`src/design/hdcr_pkg.sv`:
```
//------------------------------------------------------------------------------
//------------------------------------------------------------------------------
package hdcr_pkg;

    //--------------------------------------------------------------------------
    // Register map
    //--------------------------------------------------------------------------
    localparam logic [7:0]  CTRL_ADDR      = 8'h1d;
    localparam logic [7:0]  CTRL_RESET     = 8'ha0;
    localparam int          NG_HI_BIT      = 7;
    localparam int          NG_LO_BIT      = 6;
    localparam int          ROT_OL_BIT     = 5;
    localparam int          COMP_OFF_BIT   = 4;
    localparam int          RT_UNS_BIT     = 3;
    localparam int          UPD_RATE_BIT   = 2;
    localparam int          ANALOG_BIT     = 1;
    localparam int          RES_OL_BIT     = 0;

    //--------------------------------------------------------------------------
    // Noise gate and level arithmetic
    //--------------------------------------------------------------------------
    localparam logic [15:0] NG_PCT_LOW     = 16'h0002;
    localparam logic [15:0] NG_PCT_MID     = 16'h0004;
    localparam logic [15:0] NG_PCT_HIGH    = 16'h0008;
    localparam logic [15:0] PCT_SCALE      = 16'h0064;
    localparam logic [15:0] FULL_SCALE     = 16'h00ff;
    localparam logic [7:0]  SUPPLY_NOMINAL = 8'h80;
    localparam logic [2:0]  MODE_PIN_INPUT = 3'h3;

    //--------------------------------------------------------------------------
    // Commutation divider: toggle every 64 edges gives a divide by 128
    //--------------------------------------------------------------------------
    localparam logic [5:0]  COMM_HALF_LAST = 6'h3f;

    typedef enum logic [1:0] {
        HDCR_PH_FIRST  = 2'b01,
        HDCR_PH_SECOND = 2'b10
    } hdcr_phase_t;

    typedef struct packed {
        logic [7:0]  ctrl;
        logic [7:0]  rdata;
        logic        rvalid;
        logic [7:0]  gated;
        logic [7:0]  rt_mag;
        logic        rt_rev;
        logic [7:0]  comp;
        logic        comp_rev;
        logic [7:0]  drive;
        logic        drive_rev;
        logic        update;
        hdcr_phase_t phase;
        logic        rot_ol;
        logic        res_ol;
        logic        analog;
        logic        div_en;
    } hdcr_state_t;

    localparam hdcr_state_t STATE_RESET = '{
        ctrl: CTRL_RESET, rdata: 8'h00, rvalid: 1'b0, gated: 8'h00,
        rt_mag: 8'h00, rt_rev: 1'b0, comp: 8'h00, comp_rev: 1'b0,
        drive: 8'h00, drive_rev: 1'b0, update: 1'b0, phase: HDCR_PH_FIRST,
        rot_ol: 1'b1, res_ol: 1'b0, analog: 1'b0, div_en: 1'b0};

    typedef struct packed {
        logic       sync1;
        logic       sync2;
        logic       prev;
        logic [5:0] cnt;
        logic       comm;
    } hdcr_div_state_t;

    localparam hdcr_div_state_t DIV_RESET = '{
        sync1: 1'b0, sync2: 1'b0, prev: 1'b0, cnt: 6'h00, comm: 1'b0};

endpackage : hdcr_pkg

```
`src/design/hdcr_commutation_div.sv`:
```
`timescale 1ns/10ps
module hdcr_commutation_div
    import hdcr_pkg::*;
(
    input  wire logic clk_i,
    input  wire logic reset_n_i,
    input  wire logic enable_i,
    input  wire logic pin_i,
    output logic      commutation_o
);

    hdcr_div_state_t q;
    hdcr_div_state_t d;
    logic            rise;

    always_comb begin
        d       = q;
        d.sync1 = pin_i;
        d.sync2 = q.sync1;
        d.prev  = q.sync2;
        rise    = q.sync2 & ~q.prev;
        if (!enable_i) begin
            d.cnt  = 6'h00;
            d.comm = 1'b0;
        end else if (rise) begin
            if (q.cnt == COMM_HALF_LAST) begin
                d.cnt  = 6'h00;
                d.comm = ~q.comm;
            end else begin
                d.cnt = q.cnt + 6'h01;
            end
        end
    end

    always_ff @(posedge clk_i) begin
        if (!reset_n_i) begin
            q <= DIV_RESET;
        end else begin
            q <= d;
        end
    end

    assign commutation_o = q.comm;
endmodule : hdcr_commutation_div

```
`src/design/hdcr_drive_config.sv`:
```
`timescale 1ns/10ps
module hdcr_drive_config
    import hdcr_pkg::*;
(
    input  wire logic       CLK_I,
    input  wire logic       RESET_N_I,
    input  wire logic [7:0] REG_ADDR_I,
    input  wire logic       REG_WR_I,
    input  wire logic [7:0] REG_WDATA_I,
    input  wire logic       REG_RD_I,
    input  wire logic [2:0] MODE_I,
    input  wire logic       LINEAR_RESONANT_I,
    input  wire logic       REALTIME_PLAYBACK_I,
    input  wire logic [7:0] REALTIME_DATA_I,
    input  wire logic [7:0] INPUT_LEVEL_I,
    input  wire logic [7:0] SUPPLY_LEVEL_I,
    input  wire logic       HALF_CYCLE_I,
    input  wire logic       INPUT_TRIGGER_PIN_I,
    output logic [7:0]      REG_RDATA_O,
    output logic            REG_RVALID_O,
    output logic [7:0]      GATED_LEVEL_O,
    output logic [7:0]      DRIVE_LEVEL_O,
    output logic            DRIVE_REVERSE_O,
    output logic            AMP_UPDATE_O,
    output logic            ROTATING_MASS_OPEN_LOOP_SEL_O,
    output logic            RESONANT_OPEN_LOOP_SEL_O,
    output logic            ANALOG_INPUT_SEL_O,
    output logic            COMMUTATION_O
);

    hdcr_state_t q;
    hdcr_state_t d;
    logic        reg_hit;
    logic        pin_mode;
    logic        do_update;
    logic [7:0]  src_mag;
    logic        src_rev;
    logic [7:0]  rt_neg;

    //--------------------------------------------------------------------------
    // Helpers
    //--------------------------------------------------------------------------
    function automatic logic [7:0] noise_gate(input logic [7:0] lvl, input logic [1:0] sel);
        logic [15:0] pct;
        pct = PCT_SCALE;
        case (sel)
            2'h1:    pct = NG_PCT_LOW;
            2'h2:    pct = NG_PCT_MID;
            2'h3:    pct = NG_PCT_HIGH;
            default: pct = 16'h0000;
        endcase
        // Level is a fraction of 255, so compare in percent without a divider.
        if ({8'h00, lvl} * PCT_SCALE < pct * FULL_SCALE) begin
            return 8'h00;
        end
        return lvl;
    endfunction : noise_gate

    function automatic logic [7:0] supply_scale(input logic [7:0] lvl, input logic [7:0] sup);
        logic [15:0] prod;
        logic [15:0] quo;
        prod = {8'h00, lvl} * {8'h00, SUPPLY_NOMINAL};
        quo  = 16'hffff;
        if (sup != 8'h00) begin
            quo = prod / {8'h00, sup};
        end
        // A sagging supply asks for more than full scale; clip instead of wrapping.
        if (quo > FULL_SCALE) begin
            return 8'hff;
        end
        return quo[7:0];
    endfunction : supply_scale

    //--------------------------------------------------------------------------
    // Next state
    //--------------------------------------------------------------------------
    always_comb begin
        d         = q;
        reg_hit   = (REG_ADDR_I == CTRL_ADDR);
        pin_mode  = (MODE_I == MODE_PIN_INPUT);
        src_mag   = q.gated;
        src_rev   = 1'b0;
        do_update = 1'b1;
        rt_neg    = 8'h00 - REALTIME_DATA_I;

        if (REG_WR_I && reg_hit) begin
            d.ctrl = REG_WDATA_I;
        end
        d.rvalid = REG_RD_I;
        d.rdata  = (REG_RD_I && reg_hit) ? q.ctrl : 8'h00;

        d.gated = noise_gate(INPUT_LEVEL_I, q.ctrl[NG_HI_BIT:NG_LO_BIT]);

        if (q.ctrl[RT_UNS_BIT]) begin
            d.rt_mag = REALTIME_DATA_I;
            d.rt_rev = 1'b0;
        end else if (REALTIME_DATA_I[7]) begin
            d.rt_mag = (REALTIME_DATA_I == 8'h80) ? 8'hff : {rt_neg[6:0], 1'b0};
            d.rt_rev = 1'b1;
        end else begin
            d.rt_mag = {REALTIME_DATA_I[6:0], REALTIME_DATA_I[6]};
            d.rt_rev = 1'b0;
        end

        if (REALTIME_PLAYBACK_I) begin
            src_mag = q.rt_mag;
            src_rev = q.rt_rev;
        end
        d.comp     = q.ctrl[COMP_OFF_BIT] ? src_mag : supply_scale(src_mag, SUPPLY_LEVEL_I);
        d.comp_rev = src_rev;

        // Resonant drive only changes amplitude at half-cycle boundaries.
        if (LINEAR_RESONANT_I) begin
            do_update = 1'b0;
            if (HALF_CYCLE_I) begin
                case (q.phase)
                    HDCR_PH_FIRST: begin
                        d.phase   = HDCR_PH_SECOND;
                        do_update = q.ctrl[UPD_RATE_BIT];
                    end
                    HDCR_PH_SECOND: begin
                        d.phase   = HDCR_PH_FIRST;
                        do_update = 1'b1;
                    end
                    default: begin
                        d.phase   = HDCR_PH_FIRST;
                        do_update = 1'b0;
                    end
                endcase
            end
        end else begin
            d.phase = HDCR_PH_FIRST;
        end
        d.update = do_update;
        if (do_update) begin
            d.drive     = q.comp;
            d.drive_rev = q.comp_rev;
        end

        d.rot_ol = q.ctrl[ROT_OL_BIT];
        d.analog = pin_mode & q.ctrl[ANALOG_BIT];
        // Open loop has no meaning on an analog level, so tracking stays on then.
        d.res_ol = q.ctrl[RES_OL_BIT] & ~d.analog;
        d.div_en = q.ctrl[RES_OL_BIT] & pin_mode & ~q.ctrl[ANALOG_BIT] & LINEAR_RESONANT_I;
    end

    always_ff @(posedge CLK_I) begin
        if (!RESET_N_I) begin
            q <= STATE_RESET;
        end else begin
            q <= d;
        end
    end

    hdcr_commutation_div hdcr_commutation_div_inst (
        .clk_i         (CLK_I),
        .reset_n_i     (RESET_N_I),
        .enable_i      (q.div_en),
        .pin_i         (INPUT_TRIGGER_PIN_I),
        .commutation_o (COMMUTATION_O)
    );

    assign REG_RDATA_O                   = q.rdata;
    assign REG_RVALID_O                  = q.rvalid;
    assign GATED_LEVEL_O                 = q.gated;
    assign DRIVE_LEVEL_O                 = q.drive;
    assign DRIVE_REVERSE_O               = q.drive_rev;
    assign AMP_UPDATE_O                  = q.update;
    assign ROTATING_MASS_OPEN_LOOP_SEL_O = q.rot_ol;
    assign RESONANT_OPEN_LOOP_SEL_O      = q.res_ol;
    assign ANALOG_INPUT_SEL_O            = q.analog;
endmodule : hdcr_drive_config

```
`config.mk`:
```
export PLATFORM = sky130hd
export DESIGN_NAME = hdcr_drive_config
export DESIGN_NICKNAME = d
export VERILOG_FILES = /design/src/design/hdcr_pkg.sv /design/src/design/hdcr_commutation_div.sv /design/src/design/hdcr_drive_config.sv
export SDC_FILE = /design/constraint.sdc
export NUM_CORES = 1
export LEC_CHECK = 0
export BUFFER_PORTS_ARGS = -buffer_cell sky130_fd_sc_hd__buf_2
export CAP_MARGIN = 20
export CORE_MARGIN = 8
export CORE_UTILIZATION = 30
export DETAILED_ROUTE_END_ITERATION = 8
export GPL_TIMING_DRIVEN = 0
export PLACE_DENSITY = 0.44
export SYNTH_ARGS = -nofsm -noshare
export SYNTH_HDL_FRONTEND = slang
export SYNTH_SLANG_ARGS = --single-unit
export TNS_END_PERCENT = 100
```
`constraint.sdc`:
```
create_clock -name CLK_I -period 42.5 [get_ports CLK_I]
set_input_delay 6.375 -clock CLK_I [delete_from_list [all_inputs] [get_ports CLK_I]]
set_output_delay 6.375 -clock CLK_I [all_outputs]
set_load 0.01 [all_outputs]
```
* Word level (Yosys, flattened, before mapping)
Index checks and enable logic that the tools add are counted.
** Operators by class
- $add $sub $neg :: 2
- $mul :: 2
- Divide/modulo/power cells :: 1
- Order comparisons :: 2
- Eq/ne operators :: 9
- Shift operators :: 0
- Muxes and demuxes :: 18
- Bitwise gates (word level) :: 11
- Reduce and logical (&&, ||, !) cells :: 9
** Operator list (number)
- $mux 8 :: 7
- $mux 9 :: 2
- $div 15x8->16 :: 1
- $gt 16x8->1 const B :: 1
- $lt 15x16->1 :: 1
- $mul 16x8->16 const B :: 1
- $mux 16 :: 1
- $mul 8x5->13 const B :: 1
- $pmux 4 s3 :: 1
- $reduce_and 2->1 :: 5
- $eq 8x5->1 const B :: 1
- $eq 8x8->1 const B :: 1
- $reduce_bool 8->1 :: 1
- $sub 1x7->7 const A :: 1
- $add 6x1->6 const B :: 1
- $and 1x1->1 :: 6
- $eq 2x2->1 const B :: 3
- $eq 6x6->1 const B :: 1
- $mux 6 :: 1
- $not 1->1 :: 5
- $eq 2x1->1 const B :: 2
- $mux 1 :: 4
- $eq 3x2->1 const B :: 1
- $logic_and 1x1->1 :: 2
- 3 further kinds :: 3
** Storage, ports and cells
- Register bits after elaboration :: 69
- Latch bits :: 0
- Memory bits (writable) :: 0
- Bits in read-only memories :: 0
- Output and inout port bits :: 31
- Word-level logic and storage cells :: 75
- Memories kept :: 0

* Depth between registers and ports, before layout
Gate-level depths: netlist of run 1.
- Word-level depth :: 7
- Mapped depth :: 141
- Gate-level depth less buffers :: 132

* Modules after synthesis
Synthesis of run 1 repeated with hierarchy kept, for this count alone.
** Unflattened totals
- Cell total of the unflattened synthesis :: 1213
- Area total of the unflattened synthesis :: 9536.6 sq um
** Modules (own cells, without submodules)
- hdcr_drive_config :: times used 1, cells an instance 1172, area each 9145.0 sq um, seq. area each 1181.1 sq um
- hdcr_commutation_div :: times used 1, cells an instance 41, area each 391.6 sq um, seq. area each 200.2 sq um

* Worst setup path after synthesis of run 1
OpenSTA, ideal clock, no wires.
- Path type :: input port to flip-flop
- Start :: input SUPPLY_LEVEL_I[0]
- End :: register q[17] (netlist name)
- Setup time :: 0.124 ns
- Data arrival time :: 33.917 ns
- Required time :: 42.376 ns
- Path slack :: 8.459 ns
- Stages :: 131
- Buffers on the path :: 10
- Path through :: clkbuf_1 inv_1 clkbuf_1 ha_1 a21o_1 a31oi_1 a31oi_1 ha_1 or3_1 and3_1 or2_2 ha_1 a21o_1 o211ai_1 nand2_1 o31ai_1 inv_1 ha_1 (+95 left out) o21a_1 nor2_1 nor2_1 o21ai_0 nand2b_1 a21oi_1 nand2_1 or4_4 buf_6 nand2b_4 o31ai_1 ha_1 and4_1 a41oi_1 nand4_1 a2111oi_0 o221a_2 a31oi_1
** Between the ends
- Cells in the longest elaborated chain, start to end :: 6
- Elaborated cells between the ends (all ways) :: 7
- Those cells by class :: 1 x div; 1 x order compare; 4 x mux; 1 x reduce/logical
** Ends and longest elaborated chain
- start, declared :: line hdcr_drive_config.sv:16 : input wire logic [7:0] SUPPLY_LEVEL_I,
- $div 15x8->16 / $reduce_bool 8->1 (equally long branches) :: line hdcr_drive_config.sv:65, hdcr_drive_config.sv:64
- $mux 16 (*) :: line hdcr_drive_config.sv:64 : if (sup != 8'h00) begin
- $gt 16x8->1 :: line hdcr_drive_config.sv:68 : if (quo > FULL_SCALE) begin
- $mux 1 :: line hdcr_drive_config.sv:68
- $mux 8 (*) :: line hdcr_drive_config.sv:71 : return quo[7:0];
- $mux 8 (*) :: line hdcr_drive_config.sv:109 : d.comp = q.ctrl[COMP_OFF_BIT] ? src_mag : supply_scale(src_mag, SUPPLY_LEVEL_I);
- end signal, assigned :: line hdcr_drive_config.sv:149 : q <= STATE_RESET;
- end signal, assigned :: line hdcr_drive_config.sv:151 : q <= d;
- end, declared :: line hdcr_drive_config.sv:31 : hdcr_state_t q;
Every way passes the cells marked *; elsewhere a longest branch is shown, timed or not.
A chain may end at the register's enable or synchronous reset.

* Final worst setup path of run 1
Ends and elaborated chain as after synthesis.

==> run summary, run 1 <==
Crit path max-delay cell type: nor4b_2
DIE AREA: 37600 sq um
Clk root buf: clkbuf_16
Initial Utilization: 30.3%
Critical path class: in -> reg
Initial antenna violation count: 0
CTS H-Tree Depth: 3
Die Span Y: 194 microns
DR WL/cell: 16.2 microns
Worst r2r path cells: 132
Delay of the slowest critical-path stage: 0.85 ns
Vias per cell: 5.12
Yosys reg bits: 69
Clock Sinks: 69
Number of global-route vias before repair: 8637
Primary FF master, synth: dfxtp_1
# Max-Cap Violations: 0
Final setup TNS: 0 ns
Routed WL: 27200 microns
Unrepaired setup endpoints after global routing: no
Final setup margin: 3.06 ns
Top cells by count, synth: ha_1, nor2_1, dfxtp_1
Crit start category: input port
Post-Syn Instances: 1179
Synth area leaders: ha_1, dfxtp_1, nor2_1
Post-CTS Setup Bufs: 0
CP max FO: 18
CTS tree: built
Ant diodes: 0
IO Count: 82
Clock network latency to the later pin of the worst-skew pair: 0.33 ns
Worst slew margin: 29.6%
Crit path to: q[17]$_SDFF_PN0_
Hold buffer count at cts: 0
Worst EP arrival: 39.62 ns
Std cell rows: 65
Placer Congestion: 0.797
Post-DRT Antenna Nets: 0
Worst-Margin Slew: 1.06 ns
Final hold violation count: 0
Synthesis-to-layout area growth: 12.4%
Clock buffer depth: 2
First-pass GRT wire length: 44600 microns
Status: finished clean
Inserted Clock Buffers: 9
Top-count cell post-synth: ha_1
Reg2reg end: q[17]$_SDFF_PN0_
1st-pass router iterations: 5
Period utilization: 92.8%
Asr flop ratio synth: 0%
Reg2reg start: GATED_LEVEL_O[7]$_SDFF_PN0_
Pre-CTS setup slack: 2.17 ns
Reg2reg setup slack: 9.81 ns
Final setup fails: 0
Clk slew on worst S/H paths: 0.06 ns
Via Count: 8588
Syn_nets: 1376
Final slew viol count: 0
Chip width: 194 microns
Synth top area share: 18.7%
Buffers on Ports: 79
Mapped Area: 9500 sq um
Critical Path Sink Type: register
Core area: 31400 sq um
Yosys warning count: 0
Post-Layout Cell Count: 1677
Iteration-0 DRC Markers: 358
Final nets: 1467
Total gr overflow: 0
Post-placement cell count: 1661
Post-synth EDFFs: 0
Crit path from: SUPPLY_LEVEL_I[0]
Mean Syn Cell Area: 8.06 sq um
Drt drc: 0
GR Util All Layers: 14.1%
CP Data Required Time: 42.68 ns
Tmin final: 39.44 ns
Post-synthesis sequential area ratio: 14.5%
Cts repair resizes: 0
Hpwl dp: 22800 microns
Final clock skew: 0.00831 ns
Yosys cell types: 93
Maximum clock rate: 25.4 MHz
Area leader, netlist: ha_1
Worst hold-check path type: reg -> reg
Largest net degree at the start of global routing: 19
# fillers: 3368
Share of cells above drive strength 1: 15.5%
==> state kept, by name (all words and copies together), names as in the netlist, 2 cells and up <==
signal and cells:
DRIVE_LEVEL_O 8, GATED_LEVEL_O 8, REG_RDATA_O 8, hdcr_commutation_div_inst.d 2
hdcr_commutation_div_inst.q 7, q 28
==> layer usage <==
metal  global-route usage [%]  part of all wire (%)
met3                     1.25                   1.3
met1                     18.8                    50
met2                     24.9                    48
met4                     2.15                  0.77
met5                        0                     0
==> worst max-delay path: cells and delay by family <==
family / cells / cell delay (ns)
multiplexers: 5 / 1.80
AND/OR/NAND/NOR: 30 / 7.48
adder cells (fa/ha/maj): 16 / 5.11
AO/OA/AOI/OAI: 68 / 14.61
buffers and inverters: 16 / 4.17
==> how the worst min path moves through the flow <==
stage | start | endpoint | slack, ns | cells after the start
after CTS | hdcr_commutation_div_inst.d[8]$_SDFF_PN0_ | hdcr_commutation_div_inst.d[7]$_SDFF_PN0_ | 0.44 | 1
after global routing | hdcr_commutation_div_inst.d[8]$_SDFF_PN0_ | hdcr_commutation_div_inst.d[7]$_SDFF_PN0_ | 0.45 | 1
after floorplan | hdcr_commutation_div_inst.d[8]$_SDFF_PN0_ | hdcr_commutation_div_inst.d[7]$_SDFF_PN0_ | 0.41 | 1
after global placement | hdcr_commutation_div_inst.d[8]$_SDFF_PN0_ | hdcr_commutation_div_inst.d[7]$_SDFF_PN0_ | 0.41 | 1
after detailed placement | hdcr_commutation_div_inst.d[8]$_SDFF_PN0_ | hdcr_commutation_div_inst.d[7]$_SDFF_PN0_ | 0.43 | 1
final | hdcr_commutation_div_inst.d[8]$_SDFF_PN0_ | hdcr_commutation_div_inst.d[7]$_SDFF_PN0_ | 0.44 | 1
==> logic make-up (layout without fill, tap and decap cells) <==
| family | count (synthesis) | count (layout) | synth area share [%] |
|---|---|---|---|
| and+or+nand+nor | 370 | 370 | 20.0 |
| muxes | 73 | 73 | 8.20 |
| adders and majority gates | 146 | 146 | 19.5 |
| DFF | 69 | 69 | 14.5 |
| buffers and inverters | 114 | 210 | 5.74 |
| AOI/OAI and AO/OA | 343 | 343 | 26.2 |
| other | 1 | 1 | 0.0395 |
| xor gates and xnor gates | 63 | 63 | 5.81 |
==> metrics by stage <==
stage,hold slack [ns],cell area [sq um],utilization [%]
final,0.437,10700,34.0
after global routing,0.451,10700,34.0
after global placement,0.414,10400,33.1
after detailed placement,0.429,10400,33.1
after CTS,0.442,10700,34.0
after floorplan,0.412,9500,-
==> final cells by class <==
class                           instances  area [sq um]  area share (%)
Multi-Input combinational cell        996          7580            71.0
Sequential cell                        69          1380            12.9
Tap cell                              402           503            4.71
Timing Repair Buffer                   80           400            3.75
Buffer                                 48           298            2.79
Inverter                               66           248            2.32
Clock buffer                           11           233            2.18
Clock inverter                          5          37.5           0.351
==> layout by cell type, fill, tap and decap left out, types with 6 or more instances in the layout <==
master / count
and2_1: 20
or3_1: 9
nor2b_1: 16
o211ai_1: 13
xor2_1: 23
a21oi_1: 68
o21ai_0: 55
o211a_1: 7
nand2b_1: 22
ha_1: 142
buf_2: 84
a211o_1: 6
nor3_1: 38
nand4_1: 8
buf_4: 26
xnor2_1: 40
nor2_1: 111
dfxtp_1: 69
a221oi_1: 6
and3_1: 21
o21bai_1: 6
a31oi_1: 13
clkbuf_16: 9
o31ai_1: 15
mux2i_1: 40
o21a_1: 35
mux2_2: 31
inv_1: 65
a21o_1: 39
nand2_1: 66
a211oi_1: 9
clkbuf_1: 14
nand3_1: 17
or2_2: 7
Power of run 1 is left out: the tool's default activity adds up to more than one toggle a clock period on the data nets, which glitch-free logic cannot reach.
==> inputs of run 2 (changes only) <==
--- a/config.mk
+++ b/config.mk
@@ -9,8 +9,11 @@
 export CAP_MARGIN = 20
 export CORE_MARGIN = 8
 export CORE_UTILIZATION = 30
+export CTS_CLUSTER_SIZE = 20
 export DETAILED_ROUTE_END_ITERATION = 8
 export GPL_TIMING_DRIVEN = 0
+export HOLD_SLACK_MARGIN = 0.1
+export MAX_ROUTING_LAYER = met4
 export PLACE_DENSITY = 0.44
 export SYNTH_ARGS = -nofsm -noshare
 export SYNTH_HDL_FRONTEND = slang
==> run summary, run 2 (synthesis results as in run 1) <==
Most common cell after layout, fill and taps aside: ha_1
Worst hold endpoint: hdcr_commutation_div_inst.d[7]$_SDFF_PN0_
Most frequent cells in the layout: ha_1, nor2_1, buf_2
# fillers: 3368
CP max FO: 18
Largest reg by FF count: q
Core area: 31400 sq um
CP Data Required Time: 42.68 ns
Buf/Inv on CP: 16
Status: finished clean
Worst slew margin: 28.3%
Reg2reg setup slack: 9.81 ns
Worst EP arrival: 39.62 ns
Iteration-0 DRC Markers: 360
Final instance area: 10700 sq um
Largest delay share family, worst path: compound AO/OA/AOI/OAI gates
Post-Layout Cell Count: 1677
Vias per cell: 5.12
Hold buffer count at cts: 0
Initial Utilization: 30.3%
Clk root buf: clkbuf_16
Final slew viol count: 0
Clk slew on worst S/H paths: 0.06 ns
Max reg flops: 28
Die Span Y: 194 microns
DR WL/cell: 16.3 microns
DIE AREA: 37600 sq um
CTS tree: built
1st-pass router iterations: 5
Initial antenna violation count: 0
Std cell rows: 65
Maximum clock rate: 25.4 MHz
Hpwl dp: 22800 microns
Critical Path Sink Type: register
Clock buffer depth: 2
Clock Sinks: 69
Largest net degree at the start of global routing: 19
GR Util All Layers: 14.5%
Buffers on Ports: 79
Total gr overflow: 0
Critical path class: in -> reg
Final setup fails: 0
Placed Area: 10400 sq um
Tmin final: 39.44 ns
Crit path from: SUPPLY_LEVEL_I[0]
Ant diodes: 0
Post-placement cell count: 1661
Reg2reg start: GATED_LEVEL_O[7]$_SDFF_PN0_
Final hold violation count: 0
IO Count: 82
Unrepaired setup endpoints after global routing: no
Worst hold margin: 0.437 ns
Final nets: 1467
# Max-Cap Violations: 0
FF/Latch Area: 1380 sq um
Via Count: 8591
Post-DRT Antenna Nets: 0
CTS H-Tree Depth: 3
Worst-Margin Slew: 1.08 ns
Worst hold-check path type: reg -> reg
Period utilization: 92.8%
Min-delay src: hdcr_commutation_div_inst.d[8]$_SDFF_PN0_
Final setup TNS: 0 ns
Delay of the slowest critical-path stage: 0.84 ns
Drt drc: 0
Synthesis-to-layout area growth: 12.4%
Hold Path Depth: 1
Number of global-route vias before repair: 8634
Crit path max-delay cell type: nor4b_2
Routed WL: 27300 microns
Area taken by multi-input logic gates: 7580 sq um
First-pass GRT wire length: 44600 microns
Worst r2r path cells: 133
Reg2reg end: q[17]$_SDFF_PN0_
Crit start category: input port
Clock network latency to the later pin of the worst-skew pair: 0.33 ns
Share of cells above drive strength 1: 15.5%
Final clock skew: 0.00832 ns
Placer Congestion: 0.807
Chip width: 194 microns
Inserted Clock Buffers: 9
==> run 2: cell counts in the layout (fill, tap and decap cells not counted) <==
Identical to the previous run, type by type.
==> run 2: area by class of cell <==
class | count | share of cell area (%)
multi-input combinational | 996 | 71.0
inverter | 66 | 2.32
clock inverter | 5 | 0.351
tap | 402 | 4.71
buffer | 48 | 2.79
clock buffer | 11 | 2.18
sequential | 69 | 12.9
timing repair buffer | 80 | 3.75
==> run 2: what timing repair did <==
item	CTS	global route
endpoints found under the setup margin	0	1
gates resized for setup	0	2
setup buffers	0	0
endpoints found under the hold margin	0	0
==> run 2: worst max path at each step <==
stage / endpoint / slack [ns] / depth (start not counted)
6_report: q[17]$_SDFF_PN0_ / 3.06 / 136
3_5_place_dp: q[17]$_SDFF_PN0_ / 2.17 / 132
3_3_place_gp: q[17]$_SDFF_PN0_ / 1.93 / 132
2_1_floorplan: q[17]$_SDFF_PN0_ / 8.46 / 131
4_1_cts: q[17]$_SDFF_PN0_ / 2.37 / 132
5_1_grt: q[17]$_SDFF_PN0_ / 0.1 / 137
==> run 2: per-stage QoR <==
step / utilization, % / worst slack, ns
floorplan: - / 8.46
global placement: 33.1 / 1.93
detailed placement: 33.1 / 2.17
CTS: 34.0 / 2.37
global route: 34.0 / 0.0994
finish: 34.0 / 3.06
==> run 2: per-layer routing <==
layer | global-route usage (%) | up-vias | wire, microns
met5 | - | - | 0
met4 | 2.15 | 0 | 210
met3 | 1.18 | 19 | 276
met2 | 24.9 | 58 | 13200
met1 | 18.8 | 3978 | 13600
li1 | - | 4536 | -
Power of run 2 is left out for the same reason.
==> inputs of run 3 (changes only) <==
--- a/config.mk
+++ b/config.mk
@@ -9,12 +9,11 @@
 export CAP_MARGIN = 20
 export CORE_MARGIN = 8
 export CORE_UTILIZATION = 30
-export CTS_CLUSTER_SIZE = 20
+export CTS_CLUSTER_DIAMETER = 60
 export DETAILED_ROUTE_END_ITERATION = 8
 export GPL_TIMING_DRIVEN = 0
 export HOLD_SLACK_MARGIN = 0.1
 export MAX_ROUTING_LAYER = met4
-export PLACE_DENSITY = 0.44
 export SYNTH_ARGS = -nofsm -noshare
 export SYNTH_HDL_FRONTEND = slang
 export SYNTH_SLANG_ARGS = --single-unit
==> run summary, run 3 (synthesis results as in run 1) <==
Inserted Clock Buffers: 9
CTS H-Tree Depth: 3
Final hold violation count: 0
Cell repeated most along the worst path: ha_1
CP max FO: 18
# fillers: 3318
Synthesis-to-layout area growth: 12.8%
Maximum clock rate: 25.3 MHz
Status: finished clean
Initial Utilization: 30.3%
Tmin final: 39.53 ns
Std cell rows: 65
Post-CTS Setup Bufs: 0
Post-DRT Antenna Nets: 0
IO Count: 82
Via Count: 8822
Worst hold-check path type: reg -> reg
Routed WL: 25900 microns
CP Data Required Time: 42.69 ns
Worst slew margin: 32.5%
Largest reg by FF count: q
1st-pass router iterations: 5
Core area: 31400 sq um
Number of global-route vias before repair: 8614
Largest net degree at the start of global routing: 19
First-pass GRT wire length: 42900 microns
Crit start category: input port
DR WL/cell: 15.4 microns
Vias per cell: 5.26
GR Util All Layers: 13.8%
Final slew viol count: 0
Die Span Y: 194 microns
Total gr overflow: 0
Crit path max-delay cell type: nor4b_2
Period utilization: 93.0%
Share of cells above drive strength 1: 15.4%
Final clock skew: 0.00506 ns
Hold buffer count at cts: 0
Critical path class: in -> reg
Critical Path Sink Type: register
CTS tree: built
Hpwl dp: 21400 microns
Cts repair resizes: 0
Delay of the slowest critical-path stage: 0.82 ns
DIE AREA: 37600 sq um
Final setup margin: 2.97 ns
Drt drc: 0
Clock buffer depth: 2
Pre-CTS setup slack: 2.75 ns
Unrepaired setup endpoints after global routing: no
Final setup fails: 0
Most common cell after layout, fill and taps aside: ha_1
Worst EP arrival: 39.72 ns
Clk slew on worst S/H paths: 0.06 ns
Chip width: 194 microns
Clk root buf: clkbuf_16
Buffers on Ports: 79
Area taken by multi-input logic gates: 7580 sq um
Final setup TNS: 0 ns
Iteration-0 DRC Markers: 387
Worst-Margin Slew: 1.01 ns
Final nets: 1467
Clock network latency to the later pin of the worst-skew pair: 0.33 ns
Ant diodes: 0
Placer Congestion: 0.826
Clock Sinks: 69
# Max-Cap Violations: 0
Most frequent cells in the layout: ha_1, nor2_1, buf_2
Max reg flops: 28
FF/Latch Area: 1380 sq um
Initial antenna violation count: 0
run 3: cell types whose count changed in the layout (fill, tap and decap cells not counted):
cell / previous run / this run
bufinv_16: 0 / 2
clkinv_4: 2 / 0
a211oi_1: 9 / 10
a211oi_2: 3 / 2
clkbuf_1: 14 / 13
clkbuf_8: 0 / 1
clkinvlp_4: 2 / 1
nor2_1: 111 / 112
nor2_2: 1 / 0
run 3: through the flow:
| step | hold WS, ns | instance area, sq um | cells | util (%) |
|---|---|---|---|---|
| CTS | 0.442 | 10700 | 1676 | 34.2 |
| finish | 0.435 | 10700 | 1676 | 34.2 |
| global placement | 0.425 | 10400 | 1660 | 33.1 |
| global route | 0.487 | 10700 | 1676 | 34.2 |
| floorplan | 0.412 | 9500 | 1179 | - |
| detailed placement | 0.429 | 10400 | 1661 | 33.1 |
run 3: critical path: cells and delay by family:
kind | cells | cell delay [ns]
compound gates | 68 | 15.30
simple gates | 30 | 7.66
fa+ha+maj | 16 | 5.28
buf+inv | 14 | 3.78
mux | 4 | 1.30
run 3: area by class of cell:
class,instances,share of cell area [%]
multi-input cells,996,70.7
flip-flops and latches,69,12.9
well taps,402,4.69
repair buffers,80,3.73
plain buffers,48,2.78
inverters,66,2.31
clock buffers,11,2.26
clock inverters,4,0.677
run 3: worst paths after layout:
path	start	to	slack [ns]	cells after the start
setup / recovery	SUPPLY_LEVEL_I[0]	q[17]$_SDFF_PN0_	2.97	132
setup reg to reg	GATED_LEVEL_O[7]$_SDFF_PN0_	q[17]$_SDFF_PN0_	9.64	129
hold / removal	hdcr_commutation_div_inst.d[8]$_SDFF_PN0_	hdcr_commutation_div_inst.d[7]$_SDFF_PN0_	0.43	1
hold reg to reg	hdcr_commutation_div_inst.d[8]$_SDFF_PN0_	hdcr_commutation_div_inst.d[7]$_SDFF_PN0_	0.43	1
run 3: per-layer routing:
layer  global-route usage [%]  share of wire, %  routed length [microns]
met2                     23.9                49                    12600
met5                        -                 0                        0
met4                     2.72               1.4                      364
met1                     17.4                48                    12400
met3                     1.28               1.9                      479
Power of run 3 is left out for the same reason.
